File: src/shared/cdsi_pkg.sv
// Constants shared by the converter serial module.
package cdsi_pkg;
  localparam int ADDR_W = 8;
  localparam int DATA_W = 32;
  localparam int WORD_W = 16;
  localparam int BUF_WORDS = 4;
  localparam logic [7:0] CTRL1_OFS = 8'h00;
  localparam logic [7:0] CTRL2_OFS = 8'h04;
  localparam logic [7:0] CTRL3_OFS = 8'h08;
  localparam logic [7:0] STATUS_OFS = 8'h0c;
  localparam logic [7:0] RXBUF_OFS = 8'h10;
  localparam logic [7:0] TXBUF_OFS = 8'h20;
  localparam int BUF_SEL_LSB = 4;
  localparam int BUF_IDX_LSB = 2;
  localparam int EN_BIT = 0;
  localparam int CKDIR_BIT = 1;
  localparam int IDLE_BIT = 2;
  localparam int FSDIR_BIT = 3;
  localparam int FSM_LSB = 4;
  localparam int CTRL1_W = 6;
  localparam int WS_LSB = 0;
  localparam int FSG_LSB = 4;
  localparam int CTRL2_W = 8;
  localparam int BCG_W = 12;
  localparam logic [5:0] CTRL1_RST = 6'h00;
  localparam logic [7:0] CTRL2_RST = 8'h0f;
  localparam logic [11:0] BCG_RST = 12'h000;
  localparam logic [3:0] WS_FULL = 4'hf;
  localparam logic [3:0] FSG_ACLINK = 4'hf;
  localparam logic [1:0] ADDR_LAST = 2'h3;
  localparam logic [1:0] RESP_OKAY = 2'h0;
  localparam logic [1:0] RESP_SLVERR = 2'h2;
  typedef enum logic [1:0] {
    CDSI_MODE_MULTI = 2'b00,
    CDSI_MODE_I2S = 2'b01,
    CDSI_MODE_AC16 = 2'b10,
    CDSI_MODE_AC20 = 2'b11
  } cdsi_mode_e;
endpackage
File: src/core/cdsi_core.sv
// Converter serial module: AXI4-Lite registers, pins and serial engine.
//
// The register offsets and register access over AXI4-Lite were decided locally.
`timescale 1ns/1ps
module cdsi_core (
  input wire logic clk_sys_i,
  input wire logic reset_i,
  input wire logic ce_i,
  input wire logic [7:0] s_axi_awaddr_i,
  input wire logic s_axi_awvalid_i,
  output logic s_axi_awready_o,
  input wire logic [31:0] s_axi_wdata_i,
  input wire logic [3:0] s_axi_wstrb_i,
  input wire logic s_axi_wvalid_i,
  output logic s_axi_wready_o,
  output logic [1:0] s_axi_bresp_o,
  output logic s_axi_bvalid_o,
  input wire logic s_axi_bready_i,
  input wire logic [7:0] s_axi_araddr_i,
  input wire logic s_axi_arvalid_i,
  output logic s_axi_arready_o,
  output logic [31:0] s_axi_rdata_o,
  output logic [1:0] s_axi_rresp_o,
  output logic s_axi_rvalid_o,
  input wire logic s_axi_rready_i,
  input wire logic bit_clock_pin_i,
  output logic bit_clock_pin_o,
  output logic bit_clock_pin_oe_o,
  input wire logic frame_sync_pin_i,
  output logic frame_sync_pin_o,
  output logic frame_sync_pin_oe_o,
  input wire logic serial_data_in_pin_i,
  output logic serial_data_out_pin_o,
  output logic serial_data_out_pin_oe_o
);
  logic [5:0] ctrl1_q;
  logic [7:0] ctrl2_q;
  logic [11:0] bcg_q;
  logic [15:0] tx_map_q [0:3];
  logic [15:0] rx_map_q [0:3];
  logic [15:0] shadow_q [0:7];
  logic aw_ok_q, w_ok_q, bvalid_q, rvalid_q;
  logic [7:0] awaddr_q;
  logic [31:0] wdata_q, rdata_q, wmask, rd_d;
  logic [3:0] wstrb_q;
  logic [1:0] bresp_q, rresp_q, rresp_d, wsel_idx;
  logic wr_do, wr_hit;
  logic module_en, ck_dir, idle_low, fs_dir;
  cdsi_pkg::cdsi_mode_e mode;
  logic aclink;
  logic [3:0] eff_ws, eff_fsg;
  logic [11:0] div_q;
  logic bclk_q, gen_on, gen_flip;
  logic [2:0] bck_s_q, fs_s_q, sdi_s_q;
  logic bck_in_q, fs_in_q, sdi_in_q, fs_prev_q;
  logic bit_tick;
  logic active_q;
  logic [3:0] wcnt_q, fcnt_q;
  logic [1:0] addr_q;
  logic [15:0] shift_q, rx_full, rx_just;
  logic word_end, frame_end, slave_sync, slave_start, fs_master;

  assign module_en = ctrl1_q[cdsi_pkg::EN_BIT];
  assign ck_dir = ctrl1_q[cdsi_pkg::CKDIR_BIT];
  assign idle_low = ctrl1_q[cdsi_pkg::IDLE_BIT];
  assign fs_dir = ctrl1_q[cdsi_pkg::FSDIR_BIT];
  assign mode = cdsi_pkg::cdsi_mode_e'(ctrl1_q[cdsi_pkg::FSM_LSB +: 2]);
  assign aclink = (mode == cdsi_pkg::CDSI_MODE_AC16) ||
                  (mode == cdsi_pkg::CDSI_MODE_AC20);
  // Slot length and frame length are fixed for AC-Link.
  assign eff_ws = aclink ? cdsi_pkg::WS_FULL
                         : ctrl2_q[cdsi_pkg::WS_LSB +: 4];
  assign eff_fsg = aclink ? cdsi_pkg::FSG_ACLINK
                          : ctrl2_q[cdsi_pkg::FSG_LSB +: 4];

  // AXI4-Lite write channel; address and data accepted in either order.
  assign s_axi_awready_o = ce_i && !aw_ok_q && !bvalid_q;
  assign s_axi_wready_o = ce_i && !w_ok_q && !bvalid_q;
  assign wr_do = aw_ok_q && w_ok_q && !bvalid_q;
  assign wsel_idx = awaddr_q[cdsi_pkg::BUF_IDX_LSB +: 2];
  assign wr_hit = (awaddr_q == cdsi_pkg::CTRL1_OFS) ||
                  (awaddr_q == cdsi_pkg::CTRL2_OFS) ||
                  (awaddr_q == cdsi_pkg::CTRL3_OFS) ||
                  (awaddr_q[7:cdsi_pkg::BUF_SEL_LSB] ==
                   cdsi_pkg::TXBUF_OFS[7:cdsi_pkg::BUF_SEL_LSB]);
  assign wmask = {{8{wstrb_q[3]}}, {8{wstrb_q[2]}},
                  {8{wstrb_q[1]}}, {8{wstrb_q[0]}}};

  always_ff @(posedge clk_sys_i) begin
    if (reset_i) begin
      aw_ok_q <= 1'b0;
      w_ok_q <= 1'b0;
      bvalid_q <= 1'b0;
      bresp_q <= cdsi_pkg::RESP_OKAY;
      awaddr_q <= '0;
      wdata_q <= '0;
      wstrb_q <= '0;
    end else if (ce_i) begin
      if (s_axi_awvalid_i && s_axi_awready_o) begin
        aw_ok_q <= 1'b1;
        awaddr_q <= s_axi_awaddr_i;
      end
      if (s_axi_wvalid_i && s_axi_wready_o) begin
        w_ok_q <= 1'b1;
        wdata_q <= s_axi_wdata_i;
        wstrb_q <= s_axi_wstrb_i;
      end
      if (wr_do) begin
        aw_ok_q <= 1'b0;
        w_ok_q <= 1'b0;
        bvalid_q <= 1'b1;
        bresp_q <= wr_hit ? cdsi_pkg::RESP_OKAY : cdsi_pkg::RESP_SLVERR;
      end else if (bvalid_q && s_axi_bready_i) begin
        bvalid_q <= 1'b0;
      end
    end
  end

  // Control registers and the software side of the transmit buffer.
  always_ff @(posedge clk_sys_i) begin
    if (reset_i) begin
      ctrl1_q <= cdsi_pkg::CTRL1_RST;
      ctrl2_q <= cdsi_pkg::CTRL2_RST;
      bcg_q <= cdsi_pkg::BCG_RST;
      for (int i = 0; i < cdsi_pkg::BUF_WORDS; i++) begin
        tx_map_q[i] <= '0;
      end
    end else if (ce_i && wr_do) begin
      if (awaddr_q == cdsi_pkg::CTRL1_OFS) begin
        ctrl1_q <= (ctrl1_q & ~wmask[5:0]) | (wdata_q[5:0] & wmask[5:0]);
      end
      if (awaddr_q == cdsi_pkg::CTRL2_OFS) begin
        ctrl2_q <= (ctrl2_q & ~wmask[7:0]) | (wdata_q[7:0] & wmask[7:0]);
      end
      if (awaddr_q == cdsi_pkg::CTRL3_OFS) begin
        bcg_q <= (bcg_q & ~wmask[11:0]) | (wdata_q[11:0] & wmask[11:0]);
      end
      if (awaddr_q[7:cdsi_pkg::BUF_SEL_LSB] ==
          cdsi_pkg::TXBUF_OFS[7:cdsi_pkg::BUF_SEL_LSB]) begin
        tx_map_q[wsel_idx] <= (tx_map_q[wsel_idx] & ~wmask[15:0]) |
                              (wdata_q[15:0] & wmask[15:0]);
      end
    end
  end

  // AXI4-Lite read channel; answer one cycle after the address.
  assign s_axi_arready_o = ce_i && !rvalid_q;

  always_comb begin
    rd_d = '0;
    rresp_d = cdsi_pkg::RESP_OKAY;
    if (s_axi_araddr_i == cdsi_pkg::CTRL1_OFS) begin
      rd_d[5:0] = ctrl1_q;
    end else if (s_axi_araddr_i == cdsi_pkg::CTRL2_OFS) begin
      rd_d[7:0] = ctrl2_q;
    end else if (s_axi_araddr_i == cdsi_pkg::CTRL3_OFS) begin
      rd_d[11:0] = bcg_q;
    end else if (s_axi_araddr_i == cdsi_pkg::STATUS_OFS) begin
      rd_d[10:0] = {active_q, fcnt_q, wcnt_q, addr_q};
    end else if (s_axi_araddr_i[7:cdsi_pkg::BUF_SEL_LSB] ==
                 cdsi_pkg::RXBUF_OFS[7:cdsi_pkg::BUF_SEL_LSB]) begin
      rd_d[15:0] = rx_map_q[s_axi_araddr_i[cdsi_pkg::BUF_IDX_LSB +: 2]];
    end else if (s_axi_araddr_i[7:cdsi_pkg::BUF_SEL_LSB] ==
                 cdsi_pkg::TXBUF_OFS[7:cdsi_pkg::BUF_SEL_LSB]) begin
      rd_d[15:0] = tx_map_q[s_axi_araddr_i[cdsi_pkg::BUF_IDX_LSB +: 2]];
    end else begin
      rresp_d = cdsi_pkg::RESP_SLVERR;
    end
  end

  always_ff @(posedge clk_sys_i) begin
    if (reset_i) begin
      rvalid_q <= 1'b0;
      rdata_q <= '0;
      rresp_q <= cdsi_pkg::RESP_OKAY;
    end else if (ce_i) begin
      if (s_axi_arvalid_i && s_axi_arready_o) begin
        rvalid_q <= 1'b1;
        rdata_q <= rd_d;
        rresp_q <= rresp_d;
      end else if (rvalid_q && s_axi_rready_i) begin
        rvalid_q <= 1'b0;
      end
    end
  end

  assign s_axi_bvalid_o = bvalid_q;
  assign s_axi_bresp_o = bresp_q;
  assign s_axi_rvalid_o = rvalid_q;
  assign s_axi_rdata_o = rdata_q;
  assign s_axi_rresp_o = rresp_q;

  // Bit clock generator runs when its divisor is non-zero and the bit clock is an output (ck_dir low), enable or not.
  assign gen_on = (bcg_q != cdsi_pkg::BCG_RST) && !ck_dir;
  assign gen_flip = gen_on && (div_q == bcg_q);

  always_ff @(posedge clk_sys_i) begin
    if (reset_i || !gen_on) begin
      div_q <= '0;
      bclk_q <= 1'b0;
    end else if (ce_i) begin
      div_q <= gen_flip ? '0 : div_q + 12'h001;
      if (gen_flip) begin
        bclk_q <= !bclk_q;
      end
    end
  end

  // Pin inputs: three stages, a change counts once stages two and three agree.
  always_ff @(posedge clk_sys_i) begin
    if (reset_i) begin
      bck_s_q <= '0;
      fs_s_q <= '0;
      sdi_s_q <= '0;
      bck_in_q <= 1'b0;
      fs_in_q <= 1'b0;
      sdi_in_q <= 1'b0;
    end else if (ce_i) begin
      bck_s_q <= {bck_s_q[1:0], bit_clock_pin_i};
      fs_s_q <= {fs_s_q[1:0], frame_sync_pin_i};
      sdi_s_q <= {sdi_s_q[1:0], serial_data_in_pin_i};
      if (bck_s_q[1] == bck_s_q[2]) begin
        bck_in_q <= bck_s_q[2];
      end
      if (fs_s_q[1] == fs_s_q[2]) begin
        fs_in_q <= fs_s_q[2];
      end
      if (sdi_s_q[1] == sdi_s_q[2]) begin
        sdi_in_q <= sdi_s_q[2];
      end
    end
  end

  // One tick per falling bit clock edge, only while enabled.
  assign bit_tick = ce_i && module_en &&
                    (ck_dir ? (bck_in_q && (bck_s_q[1] == bck_s_q[2]) &&
                               !bck_s_q[2])
                            : (gen_flip && bclk_q));

  assign word_end = active_q && (wcnt_q == eff_ws);
  assign frame_end = word_end && (fcnt_q == eff_fsg);
  // A sync seen on the last step of a frame chains the next frame directly.
  assign slave_sync = (mode == cdsi_pkg::CDSI_MODE_I2S) ?
                      (fs_in_q != fs_prev_q) : fs_in_q;
  assign slave_start = fs_dir && !active_q && slave_sync;
  assign rx_full = {shift_q[14:0], sdi_in_q};
  assign rx_just = rx_full << (cdsi_pkg::WS_FULL - eff_ws);

  // Serial engine: counters, shift register and shadow buffers.
  always_ff @(posedge clk_sys_i) begin
    if (reset_i || (ce_i && !module_en)) begin
      active_q <= 1'b0;
      wcnt_q <= '0;
      fcnt_q <= '0;
      addr_q <= '0;
      shift_q <= '0;
      fs_prev_q <= 1'b0;
    end else if (bit_tick) begin
      fs_prev_q <= fs_in_q;
      if (!active_q) begin
        if (!fs_dir || slave_start) begin
          active_q <= 1'b1;
          wcnt_q <= '0;
          fcnt_q <= '0;
          shift_q <= shadow_q[{1'b1, addr_q}];
        end
      end else if (word_end) begin
        wcnt_q <= '0;
        fcnt_q <= frame_end ? '0 : fcnt_q + 4'h1;
        addr_q <= addr_q + 2'h1;
        shift_q <= (addr_q == cdsi_pkg::ADDR_LAST) ? tx_map_q[0]
                   : shadow_q[{1'b1, addr_q + 2'h1}];
        if (frame_end && fs_dir && !slave_sync) begin
          active_q <= 1'b0;
        end
      end else begin
        wcnt_q <= wcnt_q + 4'h1;
        shift_q <= rx_full;
      end
    end
  end

  // Shadow buffers swap with the mapped buffers once every four words.
  always_ff @(posedge clk_sys_i) begin
    if (reset_i) begin
      for (int i = 0; i < 2 * cdsi_pkg::BUF_WORDS; i++) begin
        shadow_q[i] <= '0;
      end
      for (int i = 0; i < cdsi_pkg::BUF_WORDS; i++) begin
        rx_map_q[i] <= '0;
      end
    end else if (bit_tick && word_end) begin
      shadow_q[{1'b0, addr_q}] <= rx_just;
      if (addr_q == cdsi_pkg::ADDR_LAST) begin
        for (int i = 0; i < cdsi_pkg::BUF_WORDS - 1; i++) begin
          rx_map_q[i] <= shadow_q[i];
        end
        rx_map_q[cdsi_pkg::BUF_WORDS - 1] <= rx_just;
        for (int i = 0; i < cdsi_pkg::BUF_WORDS; i++) begin
          shadow_q[cdsi_pkg::BUF_WORDS + i] <= tx_map_q[i];
        end
      end
    end
  end

  // Master frame sync shapes per mode.
  always_comb begin
    case (mode)
      cdsi_pkg::CDSI_MODE_MULTI: fs_master = active_q && (fcnt_q == '0) &&
                                             (wcnt_q == '0);
      cdsi_pkg::CDSI_MODE_I2S: fs_master = active_q &&
                                           (fcnt_q > (eff_fsg >> 1));
      cdsi_pkg::CDSI_MODE_AC16,
      cdsi_pkg::CDSI_MODE_AC20: fs_master = active_q && (fcnt_q == '0);
      default: fs_master = 1'b0;
    endcase
  end

  // Pin ownership while enabled; the bit clock may be owned on its own.
  assign bit_clock_pin_o = bclk_q;
  assign bit_clock_pin_oe_o = gen_on && (module_en || !ck_dir);
  assign frame_sync_pin_o = fs_master;
  assign frame_sync_pin_oe_o = module_en && !fs_dir;
  assign serial_data_out_pin_o = active_q && shift_q[15];
  assign serial_data_out_pin_oe_o = module_en && (active_q || idle_low);
endmodule // cdsi_core

File: config.mk
export PLATFORM = sky130hd
export DESIGN_NAME = cdsi_core
export DESIGN_NICKNAME = d
export VERILOG_FILES = /design/src/shared/cdsi_pkg.sv /design/src/core/cdsi_core.sv
export SDC_FILE = /design/constraint.sdc
export NUM_CORES = 1
export LEC_CHECK = 0
export BUFFER_PORTS_ARGS = -buffer_cell sky130_fd_sc_hd__buf_2
export CAP_MARGIN = 15
export CELL_PAD_IN_SITES_DETAIL_PLACEMENT = 1
export CELL_PAD_IN_SITES_GLOBAL_PLACEMENT = 2
export CORE_AREA = 2 2 145 289
export DETAILED_ROUTE_END_ITERATION = 10
export DIE_AREA = 0 0 147 291
export PLACE_DENSITY_LB_ADDON = 0.1
export SKIP_CTS_REPAIR_TIMING = 1
export SYNTH_ARGS = -nofsm -noshare
export SYNTH_HDL_FRONTEND = slang
export SYNTH_SLANG_ARGS = --single-unit
File: constraint.sdc
create_clock -name clk_sys_i -period 12.4 [get_ports clk_sys_i]
set_clock_uncertainty 0.15 [all_clocks]
set_input_delay 1.24 -clock clk_sys_i [delete_from_list [all_inputs] [get_ports clk_sys_i]]
set_output_delay 1.24 -clock clk_sys_i [all_outputs]
set_load 0.02 [all_outputs]
==> results.yml, run 1 <==
run_status:
  status: "finished, final reports clean"
placed_design:
  placed_cells: 2066
  placed_area_sq_mm: 0.0188
  port_buffers: 73
  gp_congestion: 0.808
  place_hpwl_um: 36500
power:
  clkPwrFrac: 0.447
  pwr-share-comb: 0.053
  p_seq_frac: 0.500
  p_switching_uw: 616
  power.leakage_nw: 6.95
  ir_worst_vdd_mv: 0.147
  internal_power_mw: 2.16
  p_total_mw: 2.77
  switching_share: 0.222
  powerDensity_mw_per_mm2: 138
final_layout:
  n_antenna_cell: 0
  drive_above_1_share: 0.183
  layout.cells.non_filler: 2132
  final_area_sq_mm: 0.0201
  fill_cells: 4274
  syn_to_final_growth_pct: 11.2
  fin_nets: 1644
setup_path:
  r2r-start: "s_axi_bvalid_o$_SDFFE_PP0P_"
  critPathMaxFanout: 25
  r2r_setup_slack_ns: 8.01
  critPathLaunchType: "input pin"
  crit_type: "input pin to register"
  crit_top_cell: "nand2b_1"
  crit_chain: "buf_2 > nand4b_1 > nor4_2 > nand3b_1 > nand2b_1 > nand2b_1"
  worst_r2r_path_depth: 5
  end_kind: "register"
  cp_data_arrival_time_ns: 5.30
  timing.rr.end: "tx_map_q[2][1]$_SDFFCE_PN0P_"
  critPathCapture: "tx_map_q[2][1]$_SDFFCE_PN0P_"
  critPathMaxStageDelay_ns: 1.18
  critPathLaunch: "ce_i"
  cpMaxStageDelayCell: "nand2b_1"
  required_ns: 12.40
floorplanning:
  die_h_um: 291
  core-area_sq_mm: 0.0407
  fp.dieArea_sq_mm: 0.0428
  ios: 110
  die_w_um: 147
  start_util: 0.445
  core.rowCount: 105
sta:
  period_share: 0.428
  slew-limit-headroom: 0.174
  tightest_slew_ns: 1.24
  finalHoldViolCount: 0
  hold_slack_ns: 0.317
  fin_setup_tns_ns: 0
  grt_setup_unrepaired: "no"
  setup_violations: 0
  maxSlewViolCount: 0
  post-route-min-period_ns: 5.30
  max_freq_mhz: 189
logic_synthesis:
  synth.ff_latch_count: 371
  yosysMostFrequentCell: "edfxtp_1"
  synth_cell_types: 68
  yosys.area.top_type_share: 0.398
  synthTopCellsByArea: "edfxtp_1 (40%), dfxtp_1 (14%), mux4_2 (12%)"
  synth_flop_cell: "edfxtp_1"
  synth-edff-count: 240
  synth_common_cells: "edfxtp_1 (240), nor2_1 (205), dfxtp_1 (131)"
  async_flop_share: 0
  synth_area_sq_mm: 0.0181
  seq_area_frac_synth: 0.542
  postSynthAreaPerCell_sq_um: 11.7
  synth_top_area_cell: "edfxtp_1"
  ys_warn_count: 0
  synthCells: 1547
clock_network:
  clock_latency_ns: 0.55
  numCtsBuffers: 36
  clkSinkCount: 371
  cts_tree: "done"
  clockBufferDepth: 3
  clockRootBuffer: "clkbuf_16"
  clk_pin_slew_ns: 0.06
  cts.htree.levels: 2
grt:
  grt_pass1_vias: 13000
  antenna_found_initial: 1
  grt_use_total: 0.252
  grt_pass1_wl_um: 81200
  overflow: 0
  grt_max_degree: 73
drt:
  first_pass_iters: 5
  wl_per_cell_um: 25.1
  vias: 12400
  postRouteWirelength_um: 53600
  antenna_left: 0
  drc: 0
  viasPerCell: 5.81
  drt_iter0_markers: 664
worst_hold_path:
  hp-class: "register to register"
flow_run:
  max-cap-violations: 0
[worst min path at each step]
stage	startpoint	to	depth (start not counted)
floorplan	fs_s_q[2]$_SDFFE_PP0P_	fs_in_q$_SDFFE_PP0P_	2
global placement	sdi_s_q[2]$_SDFFE_PP0P_	sdi_in_q$_SDFFE_PP0P_	2
detailed placement	sdi_s_q[2]$_SDFFE_PP0P_	sdi_in_q$_SDFFE_PP0P_	2
CTS	fs_s_q[2]$_SDFFE_PP0P_	fs_in_q$_SDFFE_PP0P_	2
global route	awaddr_q[7]$_SDFFE_PP0P_	awaddr_q[7]$_SDFFE_PP0P_	2
finish	s_axi_rdata_o[2]$_SDFFE_PP0P_	s_axi_rdata_o[2]$_SDFFE_PP0P_	2
[cell families after synthesis]
kind of cell | after synthesis | share of synthesized area
other | 1 | 0.000207
multiplexers | 170 | 0.160
flip-flops | 371 | 0.542
AND/OR/NAND/NOR | 590 | 0.161
adder cells (fa/ha/maj) | 12 | 0.00829
buffers and inverters | 161 | 0.0399
XOR/XNOR | 29 | 0.0140
AO/OA/AOI/OAI | 213 | 0.0740
[state kept, by name (all words and copies together) (netlist names), 2 cells and up, named ones only]
name	count
s_axi_rdata_o	16
sdi_s_q	3
addr_q	2
shadow_q	112
awaddr_q	8
div_q	12
wcnt_q	4
tx_map_q	64
rx_map_q	64
fcnt_q	4
shift_q	16
fs_s_q	3
bck_s_q	3
wstrb_q	2
wdata_q	16
[layer usage]
metal / vias up / part of all wire / global-route usage
met5: - / 0.00015 / 0
met4: 2 / 0.040 / 0.0992
met3: 83 / 0.031 / 0.0254
met2: 260 / 0.54 / 0.469
met1: 6425 / 0.39 / 0.296
li1: 5610 / - / -
[worst max-delay path: cells and delay by family]
kind / cells / cell delay [ns]
buffers and inverters: 1 / 0.50
AND/OR/NAND/NOR: 5 / 3.53
[power by group through the flow]
| stage | Combinational [mW] | Clock (mW) | Sequential, mW |
|---|---|---|---|
| after floorplan | 0.101 | 0 | 1.40 |
| after global placement | 0.146 | 0 | 1.41 |
| after detailed placement | 0.149 | 0 | 1.42 |
| after CTS | 0.149 | 1.26 | 1.39 |
| after global routing | 0.157 | 1.30 | 1.39 |
| final | 0.146 | 1.24 | 1.39 |
[through the flow]
stage | worst slack (ns) | util
after floorplan | 7.03 | -
after global placement | 6.65 | 0.462
after detailed placement | 6.51 | 0.462
after CTS | 7.08 | 0.495
after global routing | 6.88 | 0.495
final | 7.10 | 0.495
[final cells by class]
type	instances	area [sq um]	share of cell area
repair buffers	96	541	0.0268
clock inverters	24	362	0.0179
flip-flops and latches	371	9830	0.488
clock buffers	42	955	0.0474
multi-input cells	1032	7670	0.381
well taps	535	669	0.0332
inverters	32	120	0.00596
[cells in the final DEF (no fill, tap or decap), types with 4 or more instances in the layout]
cell type	netlist	final
a21oi_1	63	63
a22oi_1	14	14
nand2_1	122	122
or2_2	21	21
a211o_1	7	7
nor2_1	205	204
ha_1	12	11
a221oi_1	7	7
a21o_1	9	8
nand4_1	8	8
nor4_1	7	7
nor3_1	11	11
clkbuf_1	65	4
a22o_1	4	4
clkbuf_16	0	37
nand2b_1	8	8
edfxtp_1	240	240
mux4_2	95	95
buf_4	20	24
a211oi_1	16	16
buf_2	29	72
xor2_1	10	10
conb_1	1	18
mux2_2	6	6
dfxtp_1	131	131
inv_1	32	32
bufinv_16	0	9
a31oi_1	23	23
mux2i_1	69	69
and3_1	4	4
o21ai_0	44	44
nor2b_1	48	48
xnor2_1	19	19
and2_1	107	107
nand3_1	17	17
clkinv_2	0	6
No activity file was read; power rests on OpenSTA's default activity.
==> run 2, diff against run 1 <==
- ABC_AREA: default -> 1
- CORE_AREA: 2 2 145 289 -> 2 2 167 333
- DIE_AREA: 0 0 147 291 -> 0 0 169 335
- clock period: 12.4 -> 4.85 ns (I/O delays scaled with it)
==> run 2 against run 1 <==
Net effect:
- combinational power grew to 3.0 times the previous value
- cell area is 2.5% higher
- largest cell class unchanged
- sequential cell count unchanged
- non-clock buffer count increased by 34
- routed wire length increased by 23%
- count of clock-buffer cells in the layout grew 12
- critical endpoint is now shadow_q[2][13]$_SDFFCE_PN0P_
- critical path depth rose by 5
- largest power group unchanged
- via count increased by 22%
==> results.yml, run 2 <==
power:
  ir_worst_vdd_mv: 0.245
  power.leakage_nw: 7.99
  p_total_mw: 6.93
  powerDensity_mw_per_mm2: 336
logic_synthesis:
  yosysMostFrequentCell: "nor2_1"
  synth-edff-count: 240
  synth_top_area_cell: "edfxtp_1"
  postSynthAreaPerCell_sq_um: 8.25
  synth_common_cells: "nor2_1 (426), nand2_1 (405), inv_1 (241)"
  ys_warn_count: 0
  synthCells: 2212
  synthTopCellsByArea: "edfxtp_1 (39%), dfxtp_1 (14%), nor2_1 (8.8%)"
  synth_area_sq_mm: 0.0182
  synth_flop_cell: "edfxtp_1"
  yosys.area.top_type_share: 0.395
  synth.ff_latch_count: 371
  synth_cell_types: 50
  async_flop_share: 0
  seq_area_frac_synth: 0.539
drt:
  first_pass_iters: 5
  drt_iter0_markers: 747
  postRouteWirelength_um: 66100
  antenna_left: 0
  wl_per_cell_um: 22.2
  viasPerCell: 5.09
  drc: 0
  vias: 15100
placed_design:
  place_hpwl_um: 50600
  gp_congestion: 0.830
  port_buffers: 73
  placed_area_sq_mm: 0.0194
final_layout:
  most-common-layout-cells: "nor2_1 (424), nand2_1 (405), inv_1 (240), edfxtp_1 (240), o21ai_0 (207)"
  reg.largest.list: "shadow_q x112, rx_map_q x64, tx_map_q x64"
  syn_to_final_growth_pct: 13.1
  largest_reg_flops: 112
  mostFrequentLayoutCell: "nor2_1"
  drive_above_1_share: 0.102
  final_area_sq_mm: 0.0206
  fin_nets: 2343
  top_register: "shadow_q"
sta:
  setup_violations: 0
  post-route-min-period_ns: 3.40
  fin_setup_tns_ns: 0
  hold_slack_ns: 0.0150
  max_freq_mhz: 294
  finalHoldViolCount: 0
  maxSlewViolCount: 0
  period_share: 0.701
  grt_setup_unrepaired: "no"
  slew-limit-headroom: 0.284
  tightest_slew_ns: 1.07
floorplanning:
  die_w_um: 169
  core.rowCount: 121
  ios: 110
  die_h_um: 335
  fp.dieArea_sq_mm: 0.0566
  start_util: 0.337
  core-area_sq_mm: 0.0542
clock_network:
  clockBufferDepth: 3
  clockRootBuffer: "clkbuf_16"
  cts_tree: "done"
  clk_pin_slew_ns: 0.06
  cts.htree.levels: 2
  clkSinkCount: 371
  clock_latency_ns: 0.56
  numCtsBuffers: 37
grt:
  use_met3: 0.0245
  grt_pass1_vias: 16100
  grt_use_met2: 0.456
  grt_max_degree: 66
  overflow: 0
  grt_pass1_wl_um: 99100
  antenna_found_initial: 7
  grtUsageMet1: 0.249
  top_usage_layer: "met2"
  grt_use_total: 0.235
setup_path:
  critPathMaxFanout: 17
  end_kind: "register"
  crit_type: "register to register"
  timing.rr.end: "shadow_q[2][13]$_SDFFCE_PN0P_"
  r2r_setup_slack_ns: 1.45
  worst_r2r_path_depth: 11
  critPathCapture: "shadow_q[2][13]$_SDFFCE_PN0P_"
  cp_data_arrival_time_ns: 3.54
  required_ns: 4.99
  critPathLaunchType: "register"
flow_run:
  max-cap-violations: 0
run_status:
  status: "finished, final reports clean"
worst_hold_path:
  hp-class: "input pin to register"
==> run 2: area by class of cell <==
class	count	area, sq um
tap	676	846
multi-input combinational	1466	6930
sequential	371	9830
antenna	3	7.51
timing repair buffer	130	831
clock buffer	54	1060
clock inverter	13	154
fill	6484	33600
inverter	262	985
==> run 2: logic make-up (layout without fill, tap and decap cells) <==
family                   Yosys count  after routing  share of synthesized area
AO/OA/AOI/OAI                    467            467                      0.148
XOR/XNOR                          15             15                    0.00720
adder cells (fa/ha/maj)           12             12                    0.00823
buffers and inverters            392            459                     0.0867
flip-flops                       371            371                      0.539
multiplexers                       2              2                    0.00110
other                              1             21                   0.000205
AND/OR/NAND/NOR                  952            952                      0.210
==> run 2: report_power, final <==
part / switching, mW / total (mW) / internal, mW
logic: 0.323 / 0.438 / 0.115
clock network: 1.30 / 2.99 / 1.69
registers: 0.0486 / 3.50 / 3.45
==> run 2: metrics by stage <==
| stage | utilization | setup slack (ns) | instances |
|---|---|---|---|
| finish | 0.381 | 1.45 | 2975 |
| global route | 0.381 | 1.15 | 2974 |
| CTS | 0.381 | 1.36 | 2972 |
| detailed placement | 0.358 | 1.39 | 2905 |
| global placement | 0.358 | 1.42 | 2905 |
| floorplan | - | 0.851 | 2229 |
==> run 2: worst min-delay path by stage <==
| stage | from | end | slack [ns] | depth (start not counted) |
|---|---|---|---|---|
| 6_report | bit_clock_pin_i | bck_s_q[0]$_SDFFE_PP0P_ | 0.01 | 3 |
| 5_1_grt | frame_sync_pin_i | fs_s_q[0]$_SDFFE_PP0P_ | 0.01 | 3 |
| 4_1_cts | bit_clock_pin_i | bck_s_q[0]$_SDFFE_PP0P_ | -0.01 | 3 |
| 3_5_place_dp | s_axi_rdata_o[3]$_SDFFE_PP0P_ | s_axi_rdata_o[3]$_SDFFE_PP0P_ | 0.31 | 2 |
| 3_3_place_gp | s_axi_rdata_o[3]$_SDFFE_PP0P_ | s_axi_rdata_o[3]$_SDFFE_PP0P_ | 0.30 | 2 |
| 2_1_floorplan | wdata_q[15]$_SDFFE_PP0P_ | wdata_q[15]$_SDFFE_PP0P_ | 0.28 | 2 |
==> run 2: per-layer routing <==
metal,vias up,wire length [um]
li1,7398,-
met1,7379,24900
met2,252,36100
met3,116,1690
met4,0,3400
met5,-,0
==> run 2: critical path, stage by stage (launching register included) <==
cell	delay, ns
dfxtp_1	0.49
nor2_1	0.86
nand2_1	0.10
nand2_1	0.11
nor2_1	0.05
nand3_1	0.14
clkinv_2	0.10
nand3_4	0.16
nor2_8	0.06
nand2_2	0.36
nand2_1	0.23
buf_4	0.29
